[config.mk]
export PLATFORM = sky130hd
export DESIGN_NAME = fuse_config_loader
export DESIGN_NICKNAME = d
export VERILOG_FILES = /design/src/shared/fuse_loader_pkg.sv /design/src/verilog/fuse_config_loader.sv
export SDC_FILE = /design/constraint.sdc
export NUM_CORES = 1
export LEC_CHECK = 0
export ABC_CLOCK_PERIOD_IN_PS = 2400
export BUFFER_PORTS_ARGS = -buffer_cell sky130_fd_sc_hd__buf_2
export CAP_MARGIN = 30
export CORE_MARGIN = 10
export CORE_UTILIZATION = 30
export CTS_BUF_LIST = sky130_fd_sc_hd__clkbuf_2 sky130_fd_sc_hd__clkbuf_4 sky130_fd_sc_hd__clkbuf_8
export DETAILED_ROUTE_END_ITERATION = 16
export GPL_ROUTABILITY_DRIVEN = 0
export MAX_ROUTING_LAYER = met4
export SYNTH_ARGS = -nofsm -noshare
export SYNTH_HDL_FRONTEND = slang
export SYNTH_SLANG_ARGS = --single-unit
[constraint.sdc]
create_clock -name core_clk -period 2.4 [get_ports core_clk]
set_input_delay 0.12 -clock core_clk [delete_from_list [all_inputs] [get_ports core_clk]]
set_output_delay 0.12 -clock core_clk [all_outputs]
set_load 0.02 [all_outputs]
[src/shared/fuse_loader_pkg.sv]
// constants, field layouts and carriers for the configuration fuse loader
// What this block does
// - at reset copy watchdog fuse bits 7:4 into watchdog window field
// - at reset copy watchdog fuse bits 3:0 into watchdog period field
// - at power-up load every brown-out fuse field into detector control registers
// - threshold bits 7:5 go to second control register; codes above 3 reserved
// - sample-rate bit goes to first control register; 0 is 128 Hz, 1 is 32 Hz
// - two-bit active/idle brown-out mode goes to first control register
// - active codes: off, continuous, sampled, continuous with hold until ready
// - sleep mode bits 1:0 go to first control register; code 3 reserved
// - oscillator choice bits 3:0: 0 fast internal, 1 slow internal, others reserved
// - scan region bits 7:6: full, boot, boot plus app, none
// - scan algorithm bit 5: 0 sixteen-bit CRC, 1 thirty-two-bit CRC
// - reset pin bits 3:2: 0 plain input, 2 external reset, others reserved
// - eeprom preserve bit 0: clear erases eeprom on chip erase, set keeps it
// - when locked, chip erase always erases eeprom
// - startup delay code 0 none, codes 1 to 7 give 1 ms doubling to 64 ms
// - shipped fuse values are not reset values; system byte a ships 0xC0
// - processor and debug port read fuses; only programmer may write them
// - new fuse values act only after the next reset
// - boot region length counts 512-byte blocks; zero means whole flash
package fuse_loader_pkg;
   localparam logic [3:0] OFF_WATCHDOG = 4'h0;
   localparam logic [3:0] OFF_BROWNOUT = 4'h1;
   localparam logic [3:0] OFF_OSCILLATOR = 4'h2;
   localparam logic [3:0] OFF_SYSCFG_A = 4'h5;
   localparam logic [3:0] OFF_SYSCFG_B = 4'h6;
   localparam logic [3:0] OFF_CODE_LEN = 4'h7;
   localparam logic [3:0] OFF_BOOT_LEN = 4'h8;
   localparam logic [3:0] OFF_LAST = 4'h8;
   localparam int NUM_FUSES = 9;

   localparam logic [7:0] SHIP_SYSCFG_A = 8'hc0;
   localparam logic [7:0] SHIP_OTHER = 8'h00;

   localparam logic [2:0] THRESH_MAX = 3'h3;
   localparam logic [1:0] SLEEP_RESERVED = 2'h3;
   localparam logic [3:0] OSC_FAST = 4'h0;
   localparam logic [3:0] OSC_SLOW = 4'h1;
   localparam logic [1:0] PIN_INPUT = 2'h0;
   localparam logic [1:0] PIN_RESET = 2'h2;
   localparam int BOOT_BLOCK_BYTES = 512;

   localparam int CLK_MHZ = 100;
   localparam int STARTUP_UNIT_MS = 1;
   localparam int CYCLES_PER_MS = STARTUP_UNIT_MS * CLK_MHZ * 1000;
   localparam logic [22:0] CYC_PER_MS = 23'(CYCLES_PER_MS);
   localparam int STARTUP_MAX_MS = 64;

   typedef struct packed {
      logic [3:0] window;
      logic [3:0] period;
   } watchdog_ctrl_s;

   typedef struct packed {
      logic sample_rate;
      logic [1:0] active_mode;
      logic [1:0] sleep_mode;
   } brownout_ctrl_a_s;

   typedef struct packed {
      watchdog_ctrl_s watchdog;
      brownout_ctrl_a_s bod_a;
      logic [2:0] bod_threshold;
      logic bod_hold_until_ready;
      logic [3:0] oscillator_choice;
      logic osc_reserved;
      logic [1:0] scan_region_select;
      logic scan_algorithm_select;
      logic scan_enable;
      logic [1:0] reset_pin_function;
      logic ext_reset_enable;
      logic eeprom_erase_on_chip_erase;
      logic [7:0] code_len;
      logic [7:0] boot_len;
      logic boot_is_whole_flash;
      logic cfg_error;
   } loaded_cfg_s;

   typedef enum logic [1:0] {ST_LOAD, ST_DELAY, ST_RUN} load_state_e;
endpackage : fuse_loader_pkg

[src/verilog/fuse_config_loader.sv]
// configuration fuse loader: copies fuse bytes into peripheral controls at reset
`timescale 1ns/100ps
module fuse_config_loader
   import fuse_loader_pkg::*;
(
   input wire logic core_clk,
   input wire logic rst_b,
   output logic [3:0] fuse_addr,
   input wire logic [7:0] fuse_rdata,
   input wire logic [3:0] cpu_rd_addr,
   output logic [7:0] cpu_rd_data,
   input wire logic device_locked,
   input wire logic chip_erase_req,
   output logic eeprom_erase,
   output loaded_cfg_s cfg,
   output logic cfg_valid,
   output logic cpu_reset_release
);
   typedef struct packed {
      load_state_e state;
      logic [3:0] addr;
      // packed so the whole state stays one packed struct
      logic [NUM_FUSES-1:0][7:0] shadow;
      loaded_cfg_s cfg;
      logic cfg_valid;
      logic [6:0] ms_left;
      logic [22:0] cyc;
      logic release_cpu;
      logic [7:0] rd_data;
      logic ee_erase;
   } state_s;
   state_s s_q, s_d;

   // delay in ms for each startup code; doubling from 1 ms
   function automatic logic [6:0] startup_ms(input logic [2:0] code);
      startup_ms = (code == 3'h0) ? 7'h00 : 7'(7'h01 << (code - 3'h1));
   endfunction : startup_ms

   function automatic logic [7:0] shadow_at(input logic [NUM_FUSES-1:0][7:0] sh,
                                            input logic [3:0] a);
      shadow_at = (a <= OFF_LAST) ? sh[a] : 8'h00;
   endfunction : shadow_at

   always_comb begin
      logic [7:0] wd;
      logic [7:0] bo;
      logic [7:0] sa;
      wd = s_q.shadow[OFF_WATCHDOG];
      bo = s_q.shadow[OFF_BROWNOUT];
      sa = s_q.shadow[OFF_SYSCFG_A];
      s_d = s_q;
      // fuse bytes are read-only to the processor; no write path exists here
      s_d.rd_data = shadow_at(s_q.shadow, cpu_rd_addr);
      s_d.ee_erase = chip_erase_req & (device_locked | ~sa[0]);
      case (s_q.state)
         ST_LOAD: begin
            s_d.shadow[s_q.addr] = fuse_rdata;
            if (s_q.addr == OFF_LAST) begin
               s_d.state = ST_DELAY;
            end else begin
               s_d.addr = s_q.addr + 4'h1;
            end
         end
         ST_DELAY: begin
            if (s_q.cfg_valid == 1'b0) begin
               // shadow now complete: build every control field at once
               s_d.cfg.watchdog.window = wd[7:4];
               s_d.cfg.watchdog.period = wd[3:0];
               s_d.cfg.bod_threshold = bo[7:5];
               s_d.cfg.bod_a.sample_rate = bo[4];
               s_d.cfg.bod_a.active_mode = bo[3:2];
               s_d.cfg.bod_hold_until_ready = (bo[3:2] == 2'h3);
               s_d.cfg.bod_a.sleep_mode = bo[1:0];
               s_d.cfg.oscillator_choice = s_q.shadow[OFF_OSCILLATOR][3:0];
               s_d.cfg.osc_reserved = s_q.shadow[OFF_OSCILLATOR][3:0] != OSC_FAST
                  && s_q.shadow[OFF_OSCILLATOR][3:0] != OSC_SLOW;
               s_d.cfg.scan_region_select = sa[7:6];
               s_d.cfg.scan_enable = (sa[7:6] != 2'h3);
               s_d.cfg.scan_algorithm_select = sa[5];
               s_d.cfg.reset_pin_function = sa[3:2];
               s_d.cfg.ext_reset_enable = (sa[3:2] == PIN_RESET);
               s_d.cfg.eeprom_erase_on_chip_erase = ~sa[0];
               s_d.cfg.code_len = s_q.shadow[OFF_CODE_LEN];
               s_d.cfg.boot_len = s_q.shadow[OFF_BOOT_LEN];
               s_d.cfg.boot_is_whole_flash = (s_q.shadow[OFF_BOOT_LEN] == 8'h00);
               // reserved codes are flagged, not corrected
               s_d.cfg.cfg_error = (bo[7:5] > THRESH_MAX)
                  | (bo[1:0] == SLEEP_RESERVED)
                  | (sa[3:2] != PIN_INPUT && sa[3:2] != PIN_RESET);
               s_d.cfg_valid = 1'b1;
               s_d.ms_left = startup_ms(s_q.shadow[OFF_SYSCFG_B][2:0]);
               s_d.cyc = CYC_PER_MS;
            end else if (s_q.ms_left == 7'h00) begin
               s_d.state = ST_RUN;
               s_d.release_cpu = 1'b1;
            end else if (s_q.cyc == 23'h00_0001) begin
               s_d.cyc = CYC_PER_MS;
               s_d.ms_left = s_q.ms_left - 7'h01;
            end else begin
               s_d.cyc = s_q.cyc - 23'h00_0001;
            end
         end
         ST_RUN: begin
            // fuse changes in the array are ignored until the next reset
            s_d.state = ST_RUN;
         end
         default: begin
            s_d.state = ST_LOAD;
         end
      endcase
   end

   // reset values are zero, not the shipped fuse contents
   always_ff @(posedge core_clk or negedge rst_b) begin
      if (!rst_b) begin
         s_q <= '0;
      end else begin
         s_q <= s_d;
      end
   end

   always_ff @(posedge core_clk or negedge rst_b) begin
      if (!rst_b) begin
         fuse_addr <= 4'h0;
      end else begin
         fuse_addr <= s_d.addr;
      end
   end

   assign cpu_rd_data = s_q.rd_data;
   assign eeprom_erase = s_q.ee_erase;
   assign cfg = s_q.cfg;
   assign cfg_valid = s_q.cfg_valid;
   assign cpu_reset_release = s_q.release_cpu;
endmodule : fuse_config_loader
# After elaboration in Yosys (flattened, before gate mapping)
# Index checks and enable logic that the tools add are counted.
word_totals:
  output_inout_bits: 63
  regBits: 167
  input_bits: 16
classes:
  shifts: 1
  add_sub_neg: 4
  bitwise_logic: 7
  eq_ne: 15
  muxes: 15
  magnitude_cmp: 5
  reduce_logical: 15
ops:
  columns: ["operator", "count"]
  rows:
  - ["$bwmux 72", 1]
  - ["$mux 30", 2]
  - ["$bmux 8 s4", 1]
  - ["$demux 8 s4", 1]
  - ["$mux 8", 3]
  - ["$eq 23x1->1 const B", 1]
  - ["$mux 23", 1]
  - ["$sub 23x1->23 const B", 1]
  - ["$mux 7", 2]
  - ["$ne 2x2->1 const B", 6]
  - ["$lt 4x5->1 const B", 2]
  - ["$reduce_and 3->1", 3]
  - ["$eq 2x2->1 const B", 4]
  - ["$logic_not 8->1", 1]
  - ["$logic_not 7->1", 1]
  - ["$shl 1x3->7 const A", 1]
  - ["$sub 7x1->7 const B", 1]
  - ["$mux 2", 3]
  - ["$pmux 2 s3", 1]
  - ["$reduce_and 2->1", 3]
  - ["$add 4x1->4 const B", 1]
  - ["$eq 4x4->1 const B", 1]
  - ["$ge 4x1->1 const B", 1]
  - ["$le 4x4->1 const B", 1]
  - ["other kinds (13)", 19]

# Logic depth before layout (Yosys ltp)
# Gate-level depths: netlist of the first run.
depth:
  word_depth: 5
  ltp_mapped: 8
  ltp_nobuf: 7

# Worst setup path after synthesis of the first run
# Ideal clock, no wire load.
synth_timing:
  path_kind: "register -> register"
  startpoint: "register s_q[10] (netlist name)"
  endpoint: "register s_q[32] (netlist name)"
  path_slack_ps: 511
  required_ps: 2278
  path_stages_with_launch: 8
  arrival_ps: 1768
  path_buffers: 0
  cell_sequence: "dfrtp_1 > inv_1 > ha_1 > nor4b_1 > nand4_1 > nor3_1 > o21ai_0 > a32o_1"
synth_via:
  elab_chain_len: 4
synth_rtl:
  columns: ["element", "line_no", "text"]
  rows:
  - ["start, declared", "fuse_config_loader.sv:32", "state_s s_q, s_d;"]
  - ["start signal, assigned", "fuse_config_loader.sv:116", "s_q <= '0;"]
  - ["start signal, assigned", "fuse_config_loader.sv:118", "s_q <= s_d;"]
  - ["$sub 23x1->23 / $eq 23x1->1 (equally long branches)", "fuse_config_loader.sv:100, fuse_config_loader.sv:96", null]
  - ["$mux 23 (*)", "fuse_config_loader.sv:96", "end else if (s_q.cyc == 23'h00_0001) begin"]
  - ["$mux 30 (*)", "fuse_config_loader.sv:93", "end else if (s_q.ms_left == 7'h00) begin"]
  - ["$mux 30 (*)", "fuse_config_loader.sv:65", "if (s_q.cfg_valid == 1'b0) begin"]
# Every way passes the cells marked *; elsewhere a longest branch is shown, timed or not. The select of a mux whose other input is x is not followed.
# A chain may end at the register's enable or synchronous reset.

# Worst setup path in the final report of the first run
layout_timing:
  startpoint: "register s_q[33] (netlist name)"
  endpoint: "register s_q[13] (netlist name)"
layout_via:
  elab_chain_len: 3
layout_rtl:
  columns: ["element", "line_no"]
  rows:
  - ["$logic_not 7->1", "fuse_config_loader.sv:93"]
  - ["$ne 2x2->1 (no line)", null]
  - ["$reduce_and 2->1 (no line)", null]
# Every way passes these cells.

==> flow_summary_export.csv, run 1 <==
group,metric,value,unit
outcome,status,"finished, final reports clean",
logic_synthesis,ys_seq_area_frac,0.518,
floorplanning,die_h,184,um
place,port_buffers,78,
pwr,p_leak,0.00371,uW
clock_tree,clockRootBuffer,"clkbuf_8",
timing,tns,0,ns
floorplanning,io_pins,79,
floorplanning,die_w,184,um
timing,whs,0.0372,ns
drt,vias,5056,
clock_tree,clk_latency,0.45,ns
setup_path,crit_arrival,2.61,ns
clock_tree,clock_sinks,167,
worst_hold_path,min_path_type,"in -> reg",
clock_tree,cts_tree,"built",
setup_path,critical_path.startpoint,"s_q[33]",
logic_synthesis,synth_nets,660,
timing,finalHoldViolCount,0,
timing,fin_skew,0.0166,ns
finish,stdcell_area,8990,sq um
run,cap_violations,0,
logic_synthesis,dominantRegCellSynth,"dfrtp_1",
setup_path,endpoint_kind,"register",
drt,drtPass1Iterations,5,
timing,maxSlewHeadroom,0.577,
logic_synthesis,synth_cells,634,
finish,area_growth,11.4,%
global_route,antenna_found_initial,3,
setup_path,critical_path_class,"reg -> reg",
drt,drtIter0Drc,404,
drt,ant_nets,0,
clock_tree,clock_path_buffers,2,
timing,fmax,0.447,GHz
timing,period_share,0.932,
global_route,grt_pass1_vias,5193,
finish,num-nets-final,707,
logic_synthesis,ys_ff_latch,167,
timing,fin_crit,2.24,ns
setup_path,endpoint,"s_q[13]",
drt,wl_per_cell,17.9,um
pwr,peakVddDrop,354,uV
pwr,p_per_area,696,nW/um^2
logic_synthesis,avgSynthCellArea,12.7,sq um
global_route,gr-total-overflow,0,
setup_path,critPathLaunchType,"register",
timing,finalSetupViolations,0,
setup_path,r2r_cells,7,
logic_synthesis,synth_edf_count,0,
drt,viasPerCell,4.90,
setup_path,reg2reg_slack,0.16,ns
floorplanning,core-area,26300,sq um
drt,wl,18400,um
floorplanning,fp.dieArea,33900,sq um
finish,final_cell_mix,"167 x dfrtp_1, 116 x mux2_2, 77 x buf_2",
place,hpwlAfterDp,13100,um
logic_synthesis,synth_area,8070,sq um
place,place_ws,0.136,ns
clock_tree,post_cts_buffers,0,
logic_synthesis,yosysWarnings,0,
setup_path,timing.rr.end,"s_q[13]",
floorplanning,initial_core_util,0.307,
clock_tree,cts_inserted_buffers,17,
floorplanning,rows,59,
clock_tree,h-tree-depth,4,
finish,final_common_cell,"dfrtp_1",
logic_synthesis,synth.distinct_cells,63,
timing,fin_ws,0.164,ns
drt,drcViolationCount,0,
setup_path,r2r_start,"s_q[33]",
setup_path,cp_max_fo,10,
place,dpl-instance-area,8560,sq um
global_route,grt_pass1_wl,29700,um
finish,drive_gt1_frac,0.417,
global_route,grt_usage,0.114,
timing,rsz0062_at_grt,"false",
timing,drv_slew,0,
clock_tree,clk_pin_slew,0.09,ns
setup_path,required,2.78,ns
global_route,grt_max_degree,68,
logic_synthesis,synth_async_sr_flop_share,1.00,
timing,tightest_slew,0.635,ns
synthesized netlist by cell type, types with 5 or more instances:
| master | n | area share |
|---|---|---|
| or4_1 | 5 | 0.0047 |
| nor3_1 | 13 | 0.0081 |
| inv_1 | 11 | 0.0051 |
| nand2_1 | 38 | 0.018 |
| mux2_2 | 116 | 0.16 |
| mux2i_1 | 12 | 0.015 |
| nor4_2 | 5 | 0.0078 |
| dfrtp_1 | 167 | 0.52 |
| xnor2_1 | 8 | 0.0087 |
| buf_4 | 61 | 0.057 |
| o21ai_0 | 29 | 0.018 |
| nand3_1 | 9 | 0.0056 |
| ha_1 | 10 | 0.016 |
| nand2b_1 | 5 | 0.0039 |
| nor4_1 | 9 | 0.0070 |
| nor2b_1 | 5 | 0.0039 |
| nand4_1 | 5 | 0.0039 |
| nor2_1 | 18 | 0.0084 |
| buf_2 | 9 | 0.0056 |
| mux4_2 | 16 | 0.045 |
| or3_1 | 7 | 0.0054 |
| a21oi_1 | 5 | 0.0031 |
| clkbuf_1 | 10 | 0.0047 |
metrics by stage:
stage	cells	utilization	power [uW]
after global placement	991	0.326	4450
after detailed placement	991	0.326	4480
final	1031	0.342	6260
after CTS	1027	0.341	6350
after global routing	1031	0.342	6610
after floorplan	634	-	4100
worst min path at each step:
stage	from	to	slack (ns)	depth (start not counted)
3_5_place_dp	rst_b	cfg[37]	0.16	1
2_1_floorplan	rst_b	cfg[0]	-0.18	0
4_1_cts	fuse_rdata[5]	s_q[102]	0.007	2
6_report	fuse_rdata[7]	s_q[160]	0.04	2
5_1_grt	fuse_rdata[7]	s_q[96]	0.04	2
3_3_place_gp	rst_b	cfg[37]	0.16	1
routing by layer:
metal  track usage  vias to the layer above  share of wire
met3        0.0328                       11          0.062
met1         0.141                     2597           0.44
met2         0.181                      103           0.49
li1              -                     2345              -
met4        0.0285                        0         0.0090
met5             -                        -              0
flip-flops by register name, summed over array words and instances, names as in the netlist:
| register | flops |
|---|---|
| s_q | 104 |
| cfg | 48 |
| cpu_rd_data | 8 |
| fuse_addr | 4 |
| cfg_valid | 1 |
| cpu_reset_release | 1 |
| eeprom_erase | 1 |
cells by family (layout without fill, tap and decap cells):
kind of cell / count (synthesis) / count (layout) / share of synthesized area
AO/OA/AOI/OAI: 66 / 66 / 0.0536
XOR/XNOR: 10 / 10 / 0.0109
adder cells (fa/ha/maj): 10 / 10 / 0.0155
buffers and inverters: 94 / 153 / 0.0735
flip-flops: 167 / 167 / 0.518
multiplexers: 145 / 145 / 0.223
other: 0 / 3 / 0
AND/OR/NAND/NOR: 142 / 142 / 0.106
critical path: stages, from the launching register on:
cell      delay (ns)
dfrtp_1         0.40
inv_1           0.07
ha_1            0.21
nor2b_1         0.17
a211oi_1        0.45
o21ai_2         0.26
or4_1           0.45
o22ai_1         0.15
area by class of cell:
type / count / area, sq um
fill: 2640 / 17300
sequential: 167 / 4180
multi-input combinational: 373 / 3310
timing repair buffer: 110 / 677
tap: 335 / 419
clock buffer: 20 / 263
clock inverter: 11 / 90.1
inverter: 12 / 45.0
antenna: 3 / 7.51
power breakdown:
group | internal (uW) | switching [uW]
Sequential | 3060 | 244
Combinational | 484 | 633
Clock | 780 | 1060
repair_timing:
item                                    4_1_cts  5_1_grt
hold endpoints to repair                     68        1
gates resized for setup                       0        2
endpoints found under the setup margin        0        5
hold buffers                                  5        1
No activity file was read; power rests on OpenSTA's default activity.
==> run 2: changes to the inputs <==
Settings changed: ABC_AREA from default to 1.
==> run 2 against run 1 <==
Power increased by 6.6%. Via count increased by 23%. Count of clock-buffer cells in the layout shrank 2. Final cell count up 29%. Wire length grew 10%. Sequential power hardly changed. Sequential share of layout area grew 0.57 points. Largest power group unchanged. Highest routed layer unchanged.
==> flow_summary_export.csv, run 2 <==
group,metric,value,unit
floorplanning,io_pins,79,
finish,regMostFlops,"s_q",
setup_path,endpoint_kind,"register",
global_route,gr-total-overflow,0,
logic_synthesis,synth_area,8090,sq um
logic_synthesis,dominantRegCellSynth,"dfrtp_1",
clock_tree,clock_sinks,167,
timing,tightest_slew,0.543,ns
finish,largest_reg_flops,104,
floorplanning,rows,60,
logic_synthesis,ys_seq_area_frac,0.516,
finish,drive_gt1_frac,0.162,
floorplanning,die_h,184,um
logic_synthesis,synth.distinct_cells,39,
logic_synthesis,synthTopCellsByCount,"234 x nand2_1, 167 x dfrtp_1, 130 x o21ai_0",
finish,final_common_cell,"nand2_1",
logic_synthesis,synth_edf_count,0,
clock_tree,cts_resized,0,
timing,fin_skew,0.0169,ns
floorplanning,die_w,184,um
drt,wl,20300,um
floorplanning,fp.dieArea,33900,sq um
timing,rsz0062_at_grt,"false",
logic_synthesis,avgSynthCellArea,8.46,sq um
global_route,grt_usage,0.125,
clock_tree,cts_inserted_buffers,17,
logic_synthesis,synth_most_common_cell,"nand2_1",
setup_path,critical_path_class,"reg -> reg",
timing,period_share,0.753,
logic_synthesis,yosysTopAreaCellShare,0.516,
clock_tree,clockRootBuffer,"clkbuf_8",
worst_hold_path,min_path_type,"in -> reg",
global_route,grt_pass1_wl,33000,um
timing,maxSlewHeadroom,0.637,
floorplanning,initial_core_util,0.303,
drt,ant_nets,0,
setup_path,r2r_cells,9,
pwr,peakVddDrop,336,uV
clock_tree,clock_path_buffers,2,
drt,drcViolationCount,0,
drt,drtPass1Iterations,4,
worst_hold_path,holdPathStages,3,
outcome,status,"finished, final reports clean",
drt,vias,6201,
setup_path,critPathLaunchType,"register",
timing,finalSetupViolations,0,
floorplanning,core-area,26700,sq um
pwr,p_per_area,752,nW/um^2
clock_tree,clk_pin_slew,0.10,ns
clock_tree,cts_tree,"built",
finish,area_growth,9.77,%
logic_synthesis,synth_cells,957,
clock_tree,post_cts_buffers,0,
finish,post-route-util,0.332,
finish,final_cell_mix,"234 x nand2_1, 167 x dfrtp_1, 130 x o21ai_0",
drt,wl_per_cell,15.2,um
setup_path,required,2.79,ns
clock_tree,h-tree-depth,4,
global_route,antenna_found_initial,3,
timing,finalHoldViolCount,0,
setup_path,cp_max_fo,28,
timing,fin_crit,1.81,ns
pwr,p_leak,0.00439,uW
setup_path,crit_arrival,2.20,ns
place,port_buffers,78,
run,cap_violations,0,
logic_synthesis,ys_top_cells_by_area,"dfrtp_1 52%, nand2_1 11%, o21ai_0 8.0%, buf_4 5.6%, inv_1 4.0%",
clock_tree,clk_latency,0.46,ns
logic_synthesis,synth_nets,983,
logic_synthesis,synth_async_sr_flop_share,1.00,
logic_synthesis,yosysWarnings,0,
timing,fmax,0.553,GHz
drt,viasPerCell,4.66,
global_route,grt_pass1_vias,6000,
drt,drtIter0Drc,454,
finish,num-nets-final,1000,
timing,tns,0,ns
logic_synthesis,yosys.area.top_type,"dfrtp_1",
logic_synthesis,ys_ff_latch,167,
place,hpwlAfterDp,14500,um
global_route,grt_max_degree,76,
timing,drv_slew,0,
clock_tree,hold_buffers,3,
[run 2: changes by cell type in the layout (fill, tap and decap cells not counted), sizes merged, moves of 12 or more]
cell,delta
mux2i,-12
nand2,+199
o21ai,+126
buf,-15
mux4,-16
inv,+82
a21oi,+21
o211ai,+12
mux2,-117
nor4,-13
nor2,+66
nand3,+30
[run 2: path summary, 6_finish.rpt]
check,from,to,slack [ns]
setup / recovery,s_q[33],s_q[37],0.59
hold / removal,fuse_rdata[4],s_q[101],0.1
setup reg to reg,s_q[33],s_q[37],0.59
hold reg to reg,cfg[21],cfg[21],0.47
max in group asynchronous,rst_b,cfg[15],1.42
min in group asynchronous,rst_b,cfg[22],0.16
[run 2: cells by family (layout without fill, tap and decap cells)]
kind of cell    after synthesis  after routing  share of synthesized area
simple gates                380            380                      0.203
compound gates              207            207                      0.137
buf+inv                     188            218                      0.122
flops                       167            167                      0.516
fa+ha+maj                    10             10                     0.0155
xor+xnor                      5              5                    0.00541
other cells                   0              3                          0
[run 2: area by class of cell]
cell class,instances,area [sq um]
Clock buffer,18,248
Tap cell,341,427
Inverter,94,353
Timing Repair Buffer,92,534
Clock inverter,14,210
Antenna cell,3,7.51
Multi-Input combinational cell,602,2920
Fill cell,2880,17800
Sequential cell,167,4180
[run 2: per-layer routing]
| layer | part of all wire | global-route usage | vias up |
|---|---|---|---|
| met3 | 0.050 | 0.0313 | 11 |
| li1 | - | - | 3076 |
| met1 | 0.48 | 0.162 | 3009 |
| met5 | 0 | - | - |
| met4 | 0.0089 | 0.0318 | 0 |
| met2 | 0.46 | 0.192 | 105 |
[run 2: metrics by stage]
| step | hold slack, ns | setup WS (ns) | area (sq um) | power (uW) | std cells |
|---|---|---|---|---|---|
| 2_1_floorplan | -0.176 | 0.909 | 8090 | 4150 | 957 |
| 3_3_place_gp | 0.107 | 0.674 | 8390 | 4420 | 1293 |
| 3_5_place_dp | 0.111 | 0.609 | 8390 | 4450 | 1293 |
| 4_1_cts | 0.0694 | 0.583 | 8870 | 6750 | 1328 |
| 5_1_grt | 0.113 | 0.425 | 8880 | 7070 | 1331 |
| 6_report | 0.0967 | 0.593 | 8880 | 6680 | 1331 |
[run 2: worst max-delay path, stage by stage, from the launching register on]
cell and delay (ns):
dfrtp_1 0.36, inv_1 0.09, ha_1 0.28, nand3_2 0.14
nor2_4 0.05, nor2_4 0.30, nand2_8 0.19, inv_2 0.18
nand2_1 0.06, o21ai_1 0.07
[run 2: where the power goes]
group	leakage [uW]	switching [uW]	internal (uW)
combinational	0.00218	745	350
sequential	0.00199	209	3080
clock	0.000227	1180	1110
==> run 3: changes to the inputs <==
Settings changed: ABC_CLOCK_PERIOD_IN_PS 2400 to 1700.
Clock period 2.4 ns to 1.7 ns, I/O delays scaled along.
==> run 3 against run 2 <==
Sequential power up 41%. Critical path depth down 2. Combinational power increased by 56%. Via count increased by 0.68%. Fmax grew 11%. Count of clock-buffer cells in the layout rose by 2. Critical path type unchanged.
==> flow_summary_export.csv, run 3 (synthesized netlist as in run 2, its figures left out) <==
group,metric,value,unit
setup_path,cp_max_fo,16,
setup_path,crit_arrival,1.94,ns
timing,drv_slew,0,
floorplanning,io_pins,79,
timing,fmax,0.612,GHz
clock_tree,cts_tree,"built",
pwr,p_switching,3000,uW
worst_hold_path,min_path_type,"in -> reg",
clock_tree,clk_latency,0.47,ns
place,hpwlAfterDp,14700,um
setup_path,r2r_cells,7,
drt,ant_nets,0,
timing,maxSlewHeadroom,0.652,
finish,post-route-util,0.339,
timing,finalSetupViolations,0,
place,port_buffers,78,
setup_path,endpoint_kind,"register",
drt,drcViolationCount,0,
finish,final_common_cell,"nand2_1",
timing,whs,0.0972,ns
clock_tree,clk_pin_slew,0.10,ns
global_route,grt_pass1_wl,32900,um
clock_tree,clock_path_buffers,2,
setup_path,reg2reg_slack,0.07,ns
global_route,grt_usage,0.125,
drt,drtIter0Drc,537,
clock_tree,clock_sinks,167,
pwr,peakVddDrop,470,uV
clock_tree,h-tree-depth,4,
pwr,switching_share,0.324,
floorplanning,die_h,184,um
setup_path,endpoint,"s_q[152]",
run,cap_violations,0,
pwr,p_clk_frac,0.315,
timing,fin_ws,0.0659,ns
floorplanning,initial_core_util,0.303,
global_route,grt_max_degree,54,
pwr,power,9270,uW
setup_path,required,2.01,ns
setup_path,r2r_start,"s_q[166]",
timing,fin_crit,1.63,ns
drt,drtPass1Iterations,4,
floorplanning,core-area,26700,sq um
finish,num-nets-final,1017,
finish,drive_gt1_frac,0.185,
floorplanning,die_w,184,um
finish,regArea,4180,sq um
timing,finalHoldViolCount,0,
pwr,p_int,6270,uW
setup_path,critPathLaunchType,"register",
clock_tree,cts_inserted_buffers,17,
pwr,p_per_area,1020,nW/um^2
drt,wl_per_cell,15.2,um
timing,fin_skew,0.0242,ns
finish,multi_input_area,2980,sq um
finish,final_cell_mix,"233 x nand2_1, 167 x dfrtp_1, 130 x o21ai_0",
floorplanning,rows,60,
finish,area_growth,11.9,%
timing,period_share,0.961,
setup_path,critical_path_class,"reg -> reg",
setup_path,critical_path.startpoint,"s_q[166]",
pwr,p_leak,0.00449,uW
drt,wl,20500,um
timing,tns,0,ns
floorplanning,fp.dieArea,33900,sq um
pwr,pwr-share-comb,0.183,
place,place_ws,0.0597,ns
finish,largest_reg_flops,104,
clock_tree,clockRootBuffer,"clkbuf_8",
global_route,antenna_found_initial,4,
setup_path,timing.rr.end,"s_q[152]",
global_route,gr-total-overflow,0,
timing,tightest_slew,0.521,ns
timing,rsz0062_at_grt,"true",
outcome,status,"finished, final reports clean",
finish,n_fill_cell,2757,
drt,vias,6243,
global_route,grt_pass1_vias,5955,
pwr,p_seq_frac,0.501,
finish,regMostFlops,"s_q",
drt,viasPerCell,4.63,
## run 3: cell count changes in the layout (fill, tap and decap cells not counted), moves of 2 or more
cell and delta:
clkinv_8 -2, nor2_4 +2, nand2_4 +2, bufinv_16 -2, nor2_2 +4, inv_6 +4, buf_4 +12, clkinv_4 -2
nor2_1 -6, buf_12 +4
## run 3: through the flow
| stage | area [sq um] | std cells |
|---|---|---|
| floorplan | 8090 | 957 |
| global placement | 8510 | 1305 |
| detailed placement | 8510 | 1305 |
| CTS | 8940 | 1340 |
| global route | 9050 | 1349 |
| finish | 9050 | 1349 |
## run 3: worst min-delay path by stage
stage | startpoint | cells after the start | endpoint
2_1_floorplan | rst_b | 0 | cfg[0]
4_1_cts | fuse_rdata[4] | 3 | s_q[101]
3_3_place_gp | rst_b | 1 | cfg[37]
6_report | fuse_rdata[4] | 3 | s_q[93]
5_1_grt | fuse_rdata[7] | 3 | s_q[128]
3_5_place_dp | rst_b | 1 | cfg[37]
## run 3: layout make-up
cell class | instances | area share
multi-input combinational | 603 | 0.329
inverter | 94 | 0.0392
tap | 341 | 0.0471
clock buffer | 20 | 0.0297
antenna | 4 | 0.00111
timing repair buffer | 108 | 0.0778
clock inverter | 12 | 0.0142
sequential | 167 | 0.462
## run 3: critical path, stage by stage (launching register included)
cell	delay (ns)
dfrtp_1	0.37
inv_1	0.09
ha_1	0.25
nand2_1	0.10
inv_1	0.10
nand2_1	0.32
nand2_1	0.15
o21ai_0	0.10
## run 3: timing repair
action	CTS	global route
hold buffers	3	0
hold endpoints to repair	136	0
gates resized for setup	0	14
endpoints found under the setup margin	0	68
buffers inserted	0	4
## run 3: per-layer routing
layer | wire length [um] | vias up | track usage
li1 | - | 3106 | -
met1 | 9620 | 2993 | 0.162
met2 | 9330 | 125 | 0.189
met3 | 1280 | 19 | 0.0319
met4 | 304 | 0 | 0.0361
met5 | 0 | - | -
## run 3: power groups by stage
stage               Combinational [uW]  Clock, uW  Sequential (uW)
finish                            1700       2920             4650
global route                      1940       3150             4700
floorplan                         1200          0             4650
CTS                               1650       2980             4640
detailed placement                1630          0             4720
global placement                  1610          0             4710
